--- config.mk ---
export PLATFORM = sky130hd
export DESIGN_NAME = rsa_serial_port
export DESIGN_NICKNAME = d
export VERILOG_FILES = /design/src/rtl/rsa_pkg.sv /design/src/rtl/rsa_serial_port.sv
export SDC_FILE = /design/constraint.sdc
export NUM_CORES = 1
export LEC_CHECK = 0
export BUFFER_PORTS_ARGS = -buffer_cell sky130_fd_sc_hd__buf_4
export CORE_MARGIN = 4
export CORE_UTILIZATION = 36
export CTS_CLUSTER_SIZE = 24
export DETAILED_ROUTE_END_ITERATION = 16
export GPL_ROUTABILITY_DRIVEN = 0
export PLACE_DENSITY = 0.56
export SLEW_MARGIN = 10
export SYNTH_ARGS = -nofsm -noshare
export SYNTH_HDL_FRONTEND = slang
export SYNTH_SLANG_ARGS = --single-unit
--- constraint.sdc ---
create_clock -name sys_clk -period 4.33 [get_ports sys_clk]
set_input_delay 0.433 -clock sys_clk [delete_from_list [all_inputs] [get_ports sys_clk]]
set_output_delay 0.433 -clock sys_clk [all_outputs]
set_load 0.05 [all_outputs]
--- src/rtl/rsa_pkg.sv ---
// Purpose: Shared constants and types of the RTC two-wire access port.
// Assumes: AXI4-Lite register window with 32-bit data, byte registers.
// Notes:   Real-time group 2 overlays the last three bytes of group 1.
package rsa_pkg;

  // Register window
  localparam int          AXI_AW        = 12;
  localparam logic [11:0] CTRL_OFS      = 12'h000;
  localparam logic [11:0] STAT_OFS      = 12'h004;
  localparam logic [11:0] DATA_OFS      = 12'h100;
  localparam int          CTRL_EN_BIT   = 4;
  localparam logic        CTRL_EN_RESET = 1'b1;
  localparam logic [1:0]  RESP_OKAY     = 2'b00;
  localparam logic [1:0]  RESP_DECERR   = 2'b11;

  // Command field: group in the upper two bits, select bit below
  localparam logic [1:0]  GRP_STAT  = 2'b00;
  localparam logic [1:0]  GRP_RTIME = 2'b01;
  localparam logic [1:0]  GRP_INT   = 2'b10;
  localparam logic [1:0]  GRP_MISC  = 2'b11;

  // Byte store layout
  localparam int          MEM_WORDS = 17;
  localparam logic [4:0]  IDX_ST1   = 5'd0;
  localparam logic [4:0]  IDX_ST2   = 5'd1;
  localparam logic [4:0]  IDX_FIRST_IRQ_OUTPUT  = 5'd2;
  localparam logic [4:0]  IDX_SECOND_IRQ_OUTPUT  = 5'd5;
  localparam logic [4:0]  IDX_CORR  = 5'd8;
  localparam logic [4:0]  IDX_FREE  = 5'd9;
  localparam logic [4:0]  IDX_RT1   = 5'd10;
  localparam logic [4:0]  IDX_RT2   = 5'd14;

  // Byte counts per group
  localparam logic [3:0]  LEN_ONE   = 4'd1;
  localparam logic [3:0]  LEN_ALARM = 4'd3;
  localparam logic [3:0]  LEN_RT1   = 4'd7;
  localparam logic [3:0]  LEN_RT2   = 4'd3;

  // Output mode fields of the second status register
  localparam int          S2_FIRST_IRQ_OUTPUT_LSB = 5;
  localparam int          S2_SECOND_IRQ_OUTPUT_LSB = 1;
  localparam logic [2:0]  MODE_ALARM  = 3'b010;
  localparam logic [2:0]  MODE_FREQ   = 3'b100;

  typedef enum logic [2:0] {
    ST_IDLE,
    ST_DEVICE,
    ST_RX,
    ST_TX,
    ST_IGNORE
  } rsa_state_e;

  typedef struct packed {
    logic scl;
    logic sda;
  } rsa_line_s;

endpackage : rsa_pkg

--- src/rtl/rsa_serial_port.sv ---
// Purpose: Two-wire serial slave front end of a real-time clock.
// Assumes: Bus lines arrive asynchronously and are oversampled by sys_clk.
// Notes:   Register bytes live here; timekeeping updates them over AXI.
`timescale 1ns/10ps

// How it works
// - Data falling while clock high starts an access.
// - Data rising while clock high stops the access, back to standby.
// - After start, everything moves in bytes, each with an acknowledge slot.
// - Data changes only while clock is low.
// - Data change during clock high aborts the ongoing byte transfer.
// - The receiving party acknowledges every received byte.
// - Master frees data after eighth clock; device pulls low on ninth.
// - No acknowledge when the access is irregular or code is wrong.
// - First byte holds device code, command, direction; one means read.
// - Read bytes leave most significant bit first, one per transfer.
// - Master continue acknowledge is low, final one is high.
// - Direction zero writes; device acknowledges each byte low; here bytes past the group length get no acknowledge.
// - Status command select bit picks first or second status register.
// - Interrupt command select bit picks first or second output register.
// - Interrupt registers are three bytes in alarm mode, else one.
// - No reset pin; only a stop returns the interface to idle; here resetn also returns it to idle.
// - Start and stop are ignored while the device drives data low.
module rsa_serial_port #(
  parameter logic [3:0] DEV_CODE = 4'b0110  // Arbitrary value
) (
  input  wire logic                       sys_clk,
  input  wire logic                       resetn,
  input  wire logic                       sclIn,
  input  wire logic                       sdaIn,
  output logic                            sdaOut,
  output logic                            sdaOe,
  input  wire logic [rsa_pkg::AXI_AW-1:0] s_axi_awaddr,
  input  wire logic                       s_axi_awvalid,
  output logic                            s_axi_awready,
  input  wire logic [31:0]                s_axi_wdata,
  input  wire logic [3:0]                 s_axi_wstrb,
  input  wire logic                       s_axi_wvalid,
  output logic                            s_axi_wready,
  output logic [1:0]                      s_axi_bresp,
  output logic                            s_axi_bvalid,
  input  wire logic                       s_axi_bready,
  input  wire logic [rsa_pkg::AXI_AW-1:0] s_axi_araddr,
  input  wire logic                       s_axi_arvalid,
  output logic                            s_axi_arready,
  output logic [31:0]                     s_axi_rdata,
  output logic [1:0]                      s_axi_rresp,
  output logic                            s_axi_rvalid,
  input  wire logic                       s_axi_rready
);

  // Line sampling: three stages, level accepted when stages two and three agree
  rsa_pkg::rsa_line_s s1_reg, s2_reg, s3_reg, line_reg, prev_reg;
  rsa_pkg::rsa_line_s lineNext;

  always_comb begin
    lineNext = (s2_reg == s3_reg) ? s3_reg : line_reg;
  end

  always_ff @(posedge sys_clk) begin
    if (!resetn) begin
      s1_reg   <= '{scl: 1'b1, sda: 1'b1};
      s2_reg   <= '{scl: 1'b1, sda: 1'b1};
      s3_reg   <= '{scl: 1'b1, sda: 1'b1};
      line_reg <= '{scl: 1'b1, sda: 1'b1};
      prev_reg <= '{scl: 1'b1, sda: 1'b1};
    end else begin
      s1_reg   <= '{scl: sclIn, sda: sdaIn};
      s2_reg   <= s1_reg;
      s3_reg   <= s2_reg;
      line_reg <= lineNext;
      prev_reg <= line_reg;
    end
  end

  logic sclRise, sclFall, startSeen, stopSeen;
  logic sdaOe_reg;

  // While we pull data low our own drive masks the line, so skip detection
  assign sclRise   = line_reg.scl & ~prev_reg.scl;
  assign sclFall   = ~line_reg.scl & prev_reg.scl;
  assign startSeen = line_reg.scl & prev_reg.scl & prev_reg.sda
                     & ~line_reg.sda & ~sdaOe_reg;
  assign stopSeen  = line_reg.scl & prev_reg.scl & ~prev_reg.sda
                     & line_reg.sda & ~sdaOe_reg;

  // Register bytes
  logic [7:0] mem [0:rsa_pkg::MEM_WORDS-1];
  logic [7:0] ctrl_reg;
  logic       memWe, axiMemWe;
  logic [4:0] memWaddr, axiMemAddr;
  logic [7:0] memWdata, axiMemData;

  // Protocol state
  rsa_pkg::rsa_state_e state_reg, stateNext;
  logic [3:0] bitCnt_reg, bitCntNext;
  logic [7:0] shift_reg, shiftNext;
  logic [2:0] cmd_reg, cmdNext;
  logic       rd_reg, rdNext;
  logic [2:0] idx_reg, idxNext;
  logic       oeNext;
  logic [7:0] acc_reg, accNext;
  logic       armed_reg, armedNext;
  logic [4:0] base;
  logic [3:0] len;
  logic [2:0] loadIdx;
  logic [7:0] loadByte;
  logic [2:0] intMode;

  // Group base and length; interrupt registers follow their output mode
  always_comb begin
    intMode = cmd_reg[0] ? mem[rsa_pkg::IDX_ST2][rsa_pkg::S2_SECOND_IRQ_OUTPUT_LSB +: 3]
                         : mem[rsa_pkg::IDX_ST2][rsa_pkg::S2_FIRST_IRQ_OUTPUT_LSB +: 3];
    base = rsa_pkg::IDX_ST1;
    len  = rsa_pkg::LEN_ONE;
    unique case (cmd_reg[2:1])
      rsa_pkg::GRP_STAT: begin
        base = cmd_reg[0] ? rsa_pkg::IDX_ST2 : rsa_pkg::IDX_ST1;
      end
      rsa_pkg::GRP_RTIME: begin
        base = cmd_reg[0] ? rsa_pkg::IDX_RT2 : rsa_pkg::IDX_RT1;
        len  = cmd_reg[0] ? rsa_pkg::LEN_RT2 : rsa_pkg::LEN_RT1;
      end
      rsa_pkg::GRP_INT: begin
        base = cmd_reg[0] ? rsa_pkg::IDX_SECOND_IRQ_OUTPUT : rsa_pkg::IDX_FIRST_IRQ_OUTPUT;
        len  = (intMode == rsa_pkg::MODE_ALARM) ? rsa_pkg::LEN_ALARM
                                                : rsa_pkg::LEN_ONE;
      end
      rsa_pkg::GRP_MISC: begin
        base = cmd_reg[0] ? rsa_pkg::IDX_FREE : rsa_pkg::IDX_CORR;
      end
    endcase
  end

  always_comb begin
    stateNext = state_reg;
    bitCntNext = bitCnt_reg;
    shiftNext = shift_reg;
    cmdNext = cmd_reg;
    rdNext = rd_reg;
    idxNext = idx_reg;
    oeNext = sdaOe_reg;
    accNext = acc_reg;
    armedNext = armed_reg;
    memWe = 1'b0;
    memWaddr = base + {2'b00, idx_reg};
    memWdata = shift_reg;
    loadIdx = (state_reg == rsa_pkg::ST_DEVICE) ? 3'd0 : idx_reg + 3'd1;
    // Past the end of the group the device only sends released ones
    loadByte = ({1'b0, loadIdx} < len)
               ? mem[base + {2'b00, loadIdx}] : 8'hFF;
    if (stopSeen) begin
      stateNext = rsa_pkg::ST_IDLE;
      oeNext = 1'b0;
      if (state_reg != rsa_pkg::ST_IDLE) begin
        accNext = acc_reg + 8'd1;
      end
    end else if (startSeen) begin
      stateNext = rsa_pkg::ST_DEVICE;
      bitCntNext = 4'd0;
      idxNext = 3'd0;
      oeNext = 1'b0;
      armedNext = 1'b0;
    end else if (state_reg != rsa_pkg::ST_IDLE &&
                 state_reg != rsa_pkg::ST_IGNORE) begin
      if (sclRise && bitCnt_reg < 4'd8 && state_reg != rsa_pkg::ST_TX) begin
        shiftNext = {shift_reg[6:0], line_reg.sda};
      end
      // High in the master's slot ends the read
      if (sclRise && bitCnt_reg == 4'd8 && state_reg == rsa_pkg::ST_TX &&
          line_reg.sda) begin
        stateNext = rsa_pkg::ST_IGNORE;
      end
      if (sclRise) begin
        armedNext = 1'b1;
      end
      // The clock fall that closes a start carries no bit
      if (sclFall && armed_reg) begin
        if (bitCnt_reg < 4'd7) begin
          bitCntNext = bitCnt_reg + 4'd1;
          if (state_reg == rsa_pkg::ST_TX) begin
            shiftNext = {shift_reg[6:0], 1'b1};
            oeNext = ~shift_reg[6];
          end
        end else if (bitCnt_reg == 4'd7) begin
          bitCntNext = 4'd8;
          oeNext = 1'b0;  // Master answers in the slot of a read byte
          if (state_reg == rsa_pkg::ST_DEVICE) begin
            if (ctrl_reg[rsa_pkg::CTRL_EN_BIT] &&
                shift_reg[7:4] == DEV_CODE) begin
              oeNext = 1'b1;
              cmdNext = shift_reg[3:1];
              rdNext = shift_reg[0];
            end else begin
              stateNext = rsa_pkg::ST_IGNORE;
            end
          end else if (state_reg == rsa_pkg::ST_RX) begin
            if ({1'b0, idx_reg} < len) begin
              oeNext = 1'b1;
              memWe = 1'b1;
            end else begin
              stateNext = rsa_pkg::ST_IGNORE;
            end
          end
        end else begin
          bitCntNext = 4'd0;
          oeNext = 1'b0;
          if (state_reg == rsa_pkg::ST_RX) begin
            idxNext = idx_reg + 3'd1;
          end else if (state_reg == rsa_pkg::ST_TX ||
                       (state_reg == rsa_pkg::ST_DEVICE && rd_reg)) begin
            stateNext = rsa_pkg::ST_TX;
            idxNext = loadIdx;
            shiftNext = loadByte;
            oeNext = ~loadByte[7];
          end else begin
            stateNext = rsa_pkg::ST_RX;
          end
        end
      end
    end
  end

  always_ff @(posedge sys_clk) begin
    if (!resetn) begin
      state_reg  <= rsa_pkg::ST_IDLE;
      bitCnt_reg <= 4'd0;
      shift_reg  <= 8'h00;
      cmd_reg    <= 3'd0;
      rd_reg     <= 1'b0;
      idx_reg    <= 3'd0;
      sdaOe_reg  <= 1'b0;
      acc_reg    <= 8'h00;
      armed_reg  <= 1'b0;
    end else begin
      state_reg  <= stateNext;
      bitCnt_reg <= bitCntNext;
      shift_reg  <= shiftNext;
      cmd_reg    <= cmdNext;
      rd_reg     <= rdNext;
      idx_reg    <= idxNext;
      sdaOe_reg  <= oeNext;
      acc_reg    <= accNext;
      armed_reg  <= armedNext;
    end
  end

  // Byte store: the serial side wins a same-cycle collision
  always_ff @(posedge sys_clk) begin
    if (!resetn) begin
      for (int i = 0; i < rsa_pkg::MEM_WORDS; i++) begin
        mem[i] <= 8'h00;
      end
    end else if (memWe) begin
      mem[memWaddr] <= memWdata;
    end else if (axiMemWe) begin
      mem[axiMemAddr] <= axiMemData;
    end
  end

  // AXI4-Lite slave
  logic        awHeld_reg, awHeldNext, wHeld_reg, wHeldNext;
  logic [11:0] awAddr_reg, awAddrNext;
  logic [31:0] wData_reg, wDataNext;
  logic        wStrb0_reg, wStrb0Next;
  logic        awready_reg, wready_reg, bvalid_reg, arready_reg, rvalid_reg;
  logic        bvalidNext, arreadyNext, rvalidNext;
  logic [1:0]  bresp_reg, brespNext, rresp_reg, rrespNext;
  logic [31:0] rdata_reg, rdataNext;
  logic [7:0]  ctrlNext;
  logic [11:0] wOff, rOff;
  logic        sdaOut_reg;

  always_comb begin
    awHeldNext = awHeld_reg | (s_axi_awvalid & awready_reg);
    awAddrNext = (s_axi_awvalid & awready_reg) ? s_axi_awaddr : awAddr_reg;
    wHeldNext  = wHeld_reg | (s_axi_wvalid & wready_reg);
    wDataNext  = (s_axi_wvalid & wready_reg) ? s_axi_wdata : wData_reg;
    wStrb0Next = (s_axi_wvalid & wready_reg) ? s_axi_wstrb[0] : wStrb0_reg;
    bvalidNext = bvalid_reg & ~s_axi_bready;
    brespNext  = bresp_reg;
    ctrlNext   = ctrl_reg;
    axiMemWe   = 1'b0;
    wOff       = awAddr_reg - rsa_pkg::DATA_OFS;
    axiMemAddr = wOff[6:2];
    axiMemData = wData_reg[7:0];
    if (awHeld_reg && wHeld_reg && !bvalid_reg) begin
      awHeldNext = 1'b0;
      wHeldNext  = 1'b0;
      bvalidNext = 1'b1;
      brespNext  = rsa_pkg::RESP_OKAY;
      if (awAddr_reg[11:2] == rsa_pkg::CTRL_OFS[11:2]) begin
        if (wStrb0_reg) begin
          ctrlNext = wData_reg[7:0];
        end
      end else if (awAddr_reg >= rsa_pkg::DATA_OFS &&
                   wOff[11:2] < 10'(rsa_pkg::MEM_WORDS)) begin
        axiMemWe = wStrb0_reg;
      end else if (awAddr_reg[11:2] != rsa_pkg::STAT_OFS[11:2]) begin
        brespNext = rsa_pkg::RESP_DECERR;
      end
    end
    rvalidNext  = rvalid_reg & ~s_axi_rready;
    arreadyNext = ~rvalidNext;
    rdataNext   = rdata_reg;
    rrespNext   = rresp_reg;
    rOff        = s_axi_araddr - rsa_pkg::DATA_OFS;
    if (s_axi_arvalid && arready_reg) begin
      rvalidNext  = 1'b1;
      arreadyNext = 1'b0;
      rrespNext   = rsa_pkg::RESP_OKAY;
      rdataNext   = 32'h0000_0000;
      if (s_axi_araddr[11:2] == rsa_pkg::CTRL_OFS[11:2]) begin
        rdataNext[7:0] = ctrl_reg;
      end else if (s_axi_araddr[11:2] == rsa_pkg::STAT_OFS[11:2]) begin
        rdataNext[15:0] = {acc_reg, 1'b0,
                           state_reg == rsa_pkg::ST_IGNORE, sdaOe_reg,
                           cmd_reg, rd_reg, state_reg != rsa_pkg::ST_IDLE};
      end else if (s_axi_araddr >= rsa_pkg::DATA_OFS &&
                   rOff[11:2] < 10'(rsa_pkg::MEM_WORDS)) begin
        rdataNext[7:0] = mem[rOff[6:2]];
      end else begin
        rrespNext = rsa_pkg::RESP_DECERR;
      end
    end
  end

  always_ff @(posedge sys_clk) begin
    if (!resetn) begin
      awHeld_reg  <= 1'b0;
      awAddr_reg  <= 12'h000;
      wHeld_reg   <= 1'b0;
      wData_reg   <= 32'h0000_0000;
      wStrb0_reg  <= 1'b0;
      awready_reg <= 1'b0;
      wready_reg  <= 1'b0;
      bvalid_reg  <= 1'b0;
      bresp_reg   <= 2'b00;
      arready_reg <= 1'b0;
      rvalid_reg  <= 1'b0;
      rdata_reg   <= 32'h0000_0000;
      rresp_reg   <= 2'b00;
      ctrl_reg    <= {3'b000, rsa_pkg::CTRL_EN_RESET, DEV_CODE};
      sdaOut_reg  <= 1'b0;
    end else begin
      awHeld_reg  <= awHeldNext;
      awAddr_reg  <= awAddrNext;
      wHeld_reg   <= wHeldNext;
      wData_reg   <= wDataNext;
      wStrb0_reg  <= wStrb0Next;
      awready_reg <= ~awHeldNext;
      wready_reg  <= ~wHeldNext;
      bvalid_reg  <= bvalidNext;
      bresp_reg   <= brespNext;
      arready_reg <= arreadyNext;
      rvalid_reg  <= rvalidNext;
      rdata_reg   <= rdataNext;
      rresp_reg   <= rrespNext;
      ctrl_reg    <= ctrlNext;
      sdaOut_reg  <= 1'b0;  // Open drain: only ever pulls low
    end
  end

  assign sdaOut        = sdaOut_reg;
  assign sdaOe         = sdaOe_reg;
  assign s_axi_awready = awready_reg;
  assign s_axi_wready  = wready_reg;
  assign s_axi_bvalid  = bvalid_reg;
  assign s_axi_bresp   = bresp_reg;
  assign s_axi_arready = arready_reg;
  assign s_axi_rvalid  = rvalid_reg;
  assign s_axi_rdata   = rdata_reg;
  assign s_axi_rresp   = rresp_reg;
endmodule : rsa_serial_port

**Word level (Yosys, flattened, before mapping)**

Memories as Yosys holds them, arrays and structs flattened.
Index checks and enable logic that the tools add are counted.

- Add/subtract/negate cells: 7
- Multiply operators: 0
- Divide/modulo/power cells: 0
- Magnitude comparators: 8
- Eq/ne operators: 19
- Shifts and indexed selects: 0
- Multiplexer cells: 93
- Bitwise operators: 31
- Reduce and logical (&&, ||, !) cells: 37

Operators with widths:

| cell | number |
|---|---|
| $mux 8 | 15 |
| $mux 3 | 21 |
| $mux 1 | 41 |
| $ge 12x9->1 const B | 2 |
| $sub 12x9->12 const B | 2 |
| $logic_not 10->1 | 2 |
| $lt 10x5->1 const B | 2 |
| $mux 4 | 5 |
| $pmux 5 s4 | 1 |
| $not 1->1 | 16 |
| $reduce_or 8->1 | 2 |
| $reduce_and 3->1 | 5 |
| $logic_and 1x1->1 | 14 |
| $mux 2 | 7 |
| $and 1x1->1 | 13 |
| $add 5x3->5 | 2 |
| $eq 10x1->1 const B | 1 |
| $mux 5 | 2 |
| $ne 10x1->1 const B | 1 |
| $eq 3x2->1 const B | 3 |
| $add 8x1->8 const B | 1 |
| $eq 4x3->1 const B | 2 |
| $lt 3x4->1 | 2 |
| $reduce_and 8->1 | 1 |
| 24 further kinds | 32 |

- Register bits: 98
- Bits in latches: 0
- Bits in writable memories: 136
- Bits in read-only memories: 0
- Input bits: 69
- Output and inout bits: 43
- Logic and storage cells: 230
- Memories: 1

Memories:

| memory | depth | bits a word | read ports | clocked after memory_dff | wr ports | line | text |
|---|---|---|---|---|---|---|---|
| mem | 17 | 8 | 3 | 0 | 17 | rsa_serial_port.sv:88 | `logic [7:0] mem [0:rsa_pkg::MEM_WORDS-1];` |

**Longest topological paths before layout**

Gate-level depths: netlist of run 1.
An unclocked memory read counts as a cell.

- Depth in word-level cells: 21
- Gate-level depth with buffers: 14
- Mapped depth without buffers: 11

**Worst setup path after synthesis of run 1**

Ideal clock, no wire load.

- Path kind: reg-to-reg
- Start point: register cmd_reg[1]
- End point: register shift_reg[7] (netlist: memWdata[7])
- Setup time: 117 ps
- Data arrival time: 3,385 ps
- Required time: 4,213 ps
- Path slack: 829 ps
- Cell stages (with the launch flop): 14
- Buffers on the path: 3
- Clock period less this slack: 3,501 ps
- Cell sequence: dfxtp_1 -> inv_1 -> ha_1 -> o31a_1 -> ha_1 -> fa_1 -> buf_4 -> xor2_4 -> buf_6 -> buf_4 -> mux2i_1 -> nor3_1 -> or4_1 -> a22o_1

- Cells in the longest elaborated chain, start to end: 10
- Elaborated cells on any way between the ends: 15
- Classes of those cells: add/sub (1); order compare (1); eq/ne (3); mux (8); reduce/logical (1); memory (1)

Ends and longest elaborated chain:

| element | line | text |
|---|---|---|
| start: declaration | rsa_serial_port.sv:98 | `logic [2:0] cmd_reg, cmdNext;` |
| start signal: assignment | rsa_serial_port.sv:239 | `cmd_reg <= cmdNext;` |
| $eq 2x2->1 (tied with other cells) | rsa_serial_port.sv:116 | `unique case (cmd_reg[2:1])` |
| $pmux 5 s4 | rsa_serial_port.sv:116 |  |
| $add 5x3->5 | rsa_serial_port.sv:151 | `? mem[base + {2'b00, loadIdx}] : 8'hFF;` |
| $mem_v2 17x8 | n/a |  |
| $mux 8 * | rsa_serial_port.sv:151 |  |
| $mux 8 * | rsa_serial_port.sv:210 | `end else if (state_reg == rsa_pkg::ST_TX \|\|` |
| $mux 8 * | rsa_serial_port.sv:208 | `if (state_reg == rsa_pkg::ST_RX) begin` |
| $mux 8 * | rsa_serial_port.sv:185 | `end else if (bitCnt_reg == 4'd7) begin` |
| $mux 8 * | rsa_serial_port.sv:179 | `if (bitCnt_reg < 4'd7) begin` |
| $mux 8 * | rsa_serial_port.sv:178 | `if (sclFall && armed_reg) begin` |
| end signal: assignment | rsa_serial_port.sv:238 | `shift_reg <= shiftNext;` |
| end: declaration | rsa_serial_port.sv:97 | `logic [7:0] shift_reg, shiftNext;` |

Every way passes the cells marked *; elsewhere a longest branch is shown, timed or not. The select of a mux whose other input is x is not followed.
A chain may end at the register's enable or synchronous reset.

**Worst setup path in the final report of run 1**

- Start point: register cmd_reg[1]
- End point: register shift_reg[5] (netlist: memWdata[5])

The elaborated chain is that of the path after synthesis.

==> results of run 1 <==
[final cells by class]
type	instances	area, um2	area share
clock buffer	48	1010	0.0537
clock inverter	17	144	0.00765
inverter	20	75.1	0.00399
multi-input combinational	1001	6900	0.366
sequential	318	8610	0.458
tap	592	741	0.0394
timing repair buffer	162	1340	0.0713
[cell usage after synthesis (5+ instances only)]
library cell | n | area, um2
mux2_2 | 14 | 158
nor2b_1 | 7 | 43.8
and3_1 | 7 | 43.8
mux2i_1 | 29 | 290
xor2_1 | 9 | 78.8
dfxtp_1 | 94 | 1880
o22ai_1 | 10 | 62.6
mux4_2 | 66 | 1490
inv_1 | 19 | 71.3
nand2_1 | 194 | 728
nand3b_1 | 7 | 52.6
nor2_1 | 233 | 875
a211oi_1 | 7 | 52.6
nor3_1 | 23 | 115
nand3_1 | 51 | 255
a22oi_1 | 27 | 203
a41oi_1 | 7 | 61.3
a221oi_1 | 5 | 43.8
a311oi_1 | 11 | 96.3
o221ai_1 | 12 | 105
and2_1 | 10 | 62.6
o21ai_1 | 7 | 35.0
xnor2_1 | 8 | 70.1
ha_1 | 18 | 225
clkbuf_1 | 35 | 131
o21ai_0 | 33 | 165
a31oi_1 | 14 | 87.6
or3_1 | 9 | 56.3
nand4_1 | 6 | 37.5
a32oi_1 | 5 | 43.8
edfxtp_1 | 224 | 6730
a21oi_1 | 53 | 265
or4b_1 | 6 | 60.1
buf_2 | 41 | 205
buf_4 | 28 | 210
nand2b_1 | 18 | 113
[report_power, final]
part | switching (mW) | internal [mW]
clock network | 1.25 | 1.77
registers | 0.0509 | 3.30
logic | 0.231 | 0.133
[metal layers]
metal,global-route usage,vias up,wire length [um]
met5,0,-,31
met4,0.0822,4,1880
met3,0.0360,94,3990
met2,0.331,516,23100
met1,0.276,5934,20400
li1,-,5496,-
[worst max path at each step]
stage	from	end	slack (ns)	cells past startpoint
finish	cmd_reg[1]	memWdata[5]	0.29	13
global route	cmd_reg[2]	memWdata[5]	0.13	13
CTS	cmd_reg[1]	memWdata[5]	0.33	13
detailed placement	cmd_reg[1]	memWdata[5]	0.38	13
global placement	cmd_reg[1]	memWdata[5]	0.45	13
floorplan	cmd_reg[1]	memWdata[7]	0.83	13
[stage by stage]
stage               hold slack [ns]   util
detailed placement            0.450  0.400
CTS                          0.0524  0.426
global placement              0.447  0.400
global route                 0.0672  0.426
finish                       0.0636  0.426
floorplan                     0.386      -
[cell families after synthesis]
group / after synthesis
compound gates: 234
xor+xnor: 19
flops: 318
fa+ha+maj: 20
buf+inv: 129
mux: 109
simple gates: 602
other cells: 1
==> results by group, run 1 <==
Cells and area
  • Non-Filler Cell Area, Final: 18800 um2
  • FILL cells: 4146
  • Antenna diode count: 0
  • Flip-flop count of the largest register after layout: 224
  • Count of placed standard cells in the final layout, fillers left out: 2158
  • Most frequent cells in the layout: nor2_1, edfxtp_1, nand2_1, buf_4, dfxtp_1
  • Commonest non-fill, non-tap cell in the layout: nor2_1
  • Syn-to-layout area delta: 17.1%
  • Share of cells above drive strength 1: 0.206
  • Nets@finish: 1630

Global routing
  • Largest net degree at the start of global routing: 45
  • Vias in the first global route: 11700
  • Total gr overflow: 0
  • First-pass GRT wire length: 73900 um
  • Global-route total usage across every layer: 0.205
  • Initial antenna violation count: 2

Synth
  • Synthesis Warnings: 0
  • Post-synthesis share of cell area spent on xor and xnor gates: 0.0127
  • Simple-Gate Fraction of Synth Area: 0.171
  • Post-Synthesis Cells: 1432
  • Multiplexer fraction of the synthesized cell area: 0.120
  • Combinational family with the most area after synthesis: simple AND/OR/NAND/NOR gates
  • Post-synthesis sequential element count: 318
  • Post-synth top flop: edfxtp_1
  • Portion of the post-synthesis area used by sequential elements: 0.536
  • Compound-Gate Fraction of Synth Area: 0.103
  • Number of distinct library cells after synthesis: 89
  • Share of flip-flops with an asynchronous set or reset after synthesis: 0
  • Number of synthesized flops with an enable pin: 224
  • Synth Area in Adders: 0.0165
  • Synthesized area per cell: 11.2 um2
  • Post-synthesis instance area: 16100 um2

Timing
  • Crit path setup slack, layout: 0.293 ns
  • Rel. slew slack: 0.388
  • Max Clock Skew: 0.0324 ns
  • Worst-Margin Slew: 0.911 ns
  • Period utilization: 0.932
  • Final Hold Vio Count: 0
  • RSZ-0062 raised after global routing: no
  • Final min period: 4.04 ns
  • Final Max Tran Viols: 0
  • Top achievable clock speed: 248 MHz
  • # setup viols final: 0
  • Setup Total Neg Slack: 0 ns

Job
  • Number of violations of the max-capacitance limit: 0

Floorplanning
  • Width of the die: 219 um
  • Number of rows in the core area: 77
  • Io pins: 112
  • Area of the core region: 44100 um2
  • Effective utilization at floorplan: 0.364
  • Die Y-Extent: 219 um
  • Overall die area: 48100 um2

Critical path
  • Kind of end point of the critical path: register
  • Register-to-Register Setup Slack: 0.29 ns
  • Setup crit start kind: register
  • Worst path max stage delay: 0.60 ns
  • Start-to-end type of the worst setup path: reg2reg
  • Capture point of the worst reg-to-reg path: memWdata[5]
  • Data arrival time of the worst path: 4.51 ns
  • Family with the most delay on the worst path: adder cells
  • Combined buffer and inverter count along the critical path: 3
  • Slowest cell on the critical path: fa_1
  • Worst r2r src: cmd_reg[1]
  • Reg2reg path depth: 13
  • Worst path cell trace: inv_1 -> ha_1 -> o31a_1 -> ha_2 -> fa_1 -> xor2_4 -> buf_12 -> buf_4 -> mux2i_1 -> a22oi_1 -> a311oi_1 -> or4b_1 -> a31oi_1
  • CP Max Fanout: 42
  • Data required time of the critical path: 4.80 ns

Status
  • Status: finished, final reports clean

Clocking
  • Cell chosen for the clock root: clkbuf_16
  • Hold Buf Count CTS: 0
  • TritonCTS clock tree: yes
  • Maximum level of the CTS H-tree: 2
  • Cells resized by post-CTS repair: 0
  • Clock buffers created by TritonCTS: 38
  • Clock edge transition at the registers on the reported setup and hold paths: 0.06 ns
  • Number of buffers between clock root and the deepest sink: 3
  • Total number of clock tree sinks: 318
  • Clock latency of the later-clocked register in the worst-skew pair: 0.56 ns
  • Post-CTS setup buffers: 0

Routing
  • Average vias per placed instance: 5.58
  • DRC viols: 0
  • Count of vias placed by the detailed router: 12000
  • Routed wire per std cell: 22.9 um
  • Number of design-rule violations left by the first detailed-router iteration: 1294
  • Antenna-violating nets left: 0
  • Pre-antenna DRT Iters: 7
  • Final routed wirelength across all metal layers: 49400 um

Worst hold path
  • Cell count of the worst hold path: 2
  • End point of the most critical hold path: s1_reg[0]
  • Class of the most critical hold timing path: in2reg
  • Min-Delay Startpoint: sdaIn

Placement
  • Number of instances in the placed design: 2093
  • Setup slack at placement: 0.381 ns
  • Port bufs: 63
  • Placed wire-length estimate after detailed placement: 35500 um
  • Cell area after placement: 17700 um2

Power and ir drop
  • Total power per unit cell area: 358 nW/um2
  • Leakage power of the design: 6.66 nW
  • Worst vdd ir: 0.000211 V
  • Sum of internal, switching and leakage power: 6.73 mW
Power figures use the tool's default switching activity.
==> inputs of run 2 (changes only) <==
CORE_ASPECT_RATIO = 1.4   (was unset)
==> results by group, run 2 (synthesized netlist as in run 1, its figures left out) <==
Status
  • Status: finished, final reports clean

Critical path
  • Start-to-end type of the worst setup path: reg2reg
  • Kind of end point of the critical path: register
  • Critical path origin: cmd_reg[2]
  • Reg2reg path depth: 11
  • Setup crit start kind: register
  • Register-to-Register Setup Slack: 0.37 ns
  • Worst r2r src: cmd_reg[2]
  • Data required time of the critical path: 4.79 ns
  • Capture point of the worst reg-to-reg path: memWdata[1]
  • CP Max Fanout: 29
  • Data arrival time of the worst path: 4.42 ns

Timing
  • Rel. slew slack: 0.250
  • RSZ-0062 raised after global routing: no
  • # setup viols final: 0
  • Final Hold Vio Count: 0
  • Top achievable clock speed: 252 MHz
  • Setup Total Neg Slack: 0 ns
  • Period utilization: 0.915
  • Final min period: 3.96 ns
  • Max Clock Skew: 0.0256 ns
  • Hold Slack: 0.0270 ns
  • Worst-Margin Slew: 1.12 ns
  • Final Max Tran Viols: 0

Floorplanning
  • Effective utilization at floorplan: 0.365
  • Width of the die: 187 um
  • Die Y-Extent: 258 um
  • Number of rows in the core area: 91
  • Overall die area: 48100 um2
  • Io pins: 112
  • Area of the core region: 44100 um2

Routing
  • Wire length on met1: 18400 um
  • Antenna-violating nets left: 0
  • Highest Signal Layer: met4
  • Routed wire per std cell: 23.6 um
  • Pre-antenna DRT Iters: 8
  • Count of vias placed by the detailed router: 11900
  • Average vias per placed instance: 5.69
  • Final routed wirelength across all metal layers: 49100 um
  • Routed length on met2: 25400 um
  • DRC viols: 0
  • Number of design-rule violations left by the first detailed-router iteration: 974
  • Routed met3 length: 2500 um

Clocking
  • Cells resized by post-CTS repair: 0
  • Clock buffers created by TritonCTS: 30
  • Post-CTS setup buffers: 0
  • Maximum level of the CTS H-tree: 1
  • Total number of clock tree sinks: 318
  • Hold Buf Count CTS: 0
  • Clock latency of the later-clocked register in the worst-skew pair: 0.58 ns
  • TritonCTS clock tree: yes
  • Clock edge transition at the registers on the reported setup and hold paths: 0.07 ns
  • Number of buffers between clock root and the deepest sink: 3
  • Cell chosen for the clock root: clkbuf_16

Placement
  • Placed wire-length estimate after detailed placement: 36400 um
  • Number of instances in the placed design: 2029
  • Port bufs: 63
  • Cell area after placement: 17300 um2

Power and ir drop
  • Leakage power of the design: 6.41 nW
  • Internal Power: 4.96 mW
  • Total power per unit cell area: 349 nW/um2
  • Switch share: 0.224
  • Part of the total power dissipated in combinational logic: 0.055
  • Switching pwr: 1.44 mW
  • Worst vdd ir: 0.000294 V
  • Share of power burned in the clock network: 0.422
  • Sequential cell fraction of total power: 0.523

Global routing
  • Initial antenna violation count: 0
  • First-pass GRT wire length: 74400 um
  • Vias in the first global route: 11800
  • Total gr overflow: 0
  • Largest net degree at the start of global routing: 55
  • Global-route total usage across every layer: 0.199

Cells and area
  • Commonest non-fill, non-tap cell in the layout: nor2_1
  • Non-Filler Cell Area, Final: 18300 um2
  • FILL cells: 4150
  • Count of placed standard cells in the final layout, fillers left out: 2083
  • Share of cells above drive strength 1: 0.189
  • Nets@finish: 1592
  • Most frequent cells in the layout: nor2_1, edfxtp_1, nand2_1, buf_4, dfxtp_1
  • Antenna diode count: 0
  • Syn-to-layout area delta: 14.0%
  • Util after Layout: 0.416
  • Flip-flop count of the largest register after layout: 224

Worst hold path
  • Min-Delay Startpoint: sdaIn
  • End point of the most critical hold path: s1_reg[0]
  • Cell count of the worst hold path: 2
  • Class of the most critical hold timing path: in2reg

Job
  • Number of violations of the max-capacitance limit: 0
run 2: critical path, cell delays in order (launching register included):
cell	delay, ns
dfxtp_1	0.46
inv_1	0.11
ha_1	0.23
o31a_1	0.29
ha_2	0.23
fa_1	0.52
buf_12	0.21
nor2_1	0.86
a22oi_1	0.21
a311oi_1	0.39
or4b_1	0.21
a31oi_1	0.10
run 2: power groups by stage:
stage	Clock (mW)	Combinational, mW	Sequential [mW]
final	2.70	0.352	3.34
after detailed placement	0	0.353	3.41
after floorplan	0	0.231	3.41
after global routing	2.88	0.376	3.35
after CTS	2.75	0.353	3.34
after global placement	0	0.351	3.41
run 2: layout make-up:
cell class	instances	area, um2	area share
clock buffers	37	797	0.0435
repair buffers	132	1040	0.0569
multi-input cells	1001	6900	0.377
inverters	20	75.1	0.00410
clock inverters	17	196	0.0107
well taps	558	698	0.0381
flip-flops and latches	318	8610	0.470
run 2: metrics by stage:
step	power [mW]	setup WS (ns)
global placement	3.76	0.417
finish	6.40	0.369
CTS	6.45	0.412
floorplan	3.64	0.829
detailed placement	3.76	0.423
global route	6.60	0.184
run 2: worst max path at each step:
stage	to	cells after the start
floorplan	memWdata[7]	13
global placement	memWdata[1]	11
detailed placement	memWdata[5]	11
CTS	memWdata[5]	11
global route	memWdata[1]	11
finish	memWdata[1]	11
run 2: layer usage:
| metal | vias to the layer above | track usage |
|---|---|---|
| li1 | 5408 | - |
| met1 | 5843 | 0.231 |
| met2 | 465 | 0.365 |
| met3 | 134 | 0.0224 |
| met4 | 0 | 0.0945 |
| met5 | - | 0 |
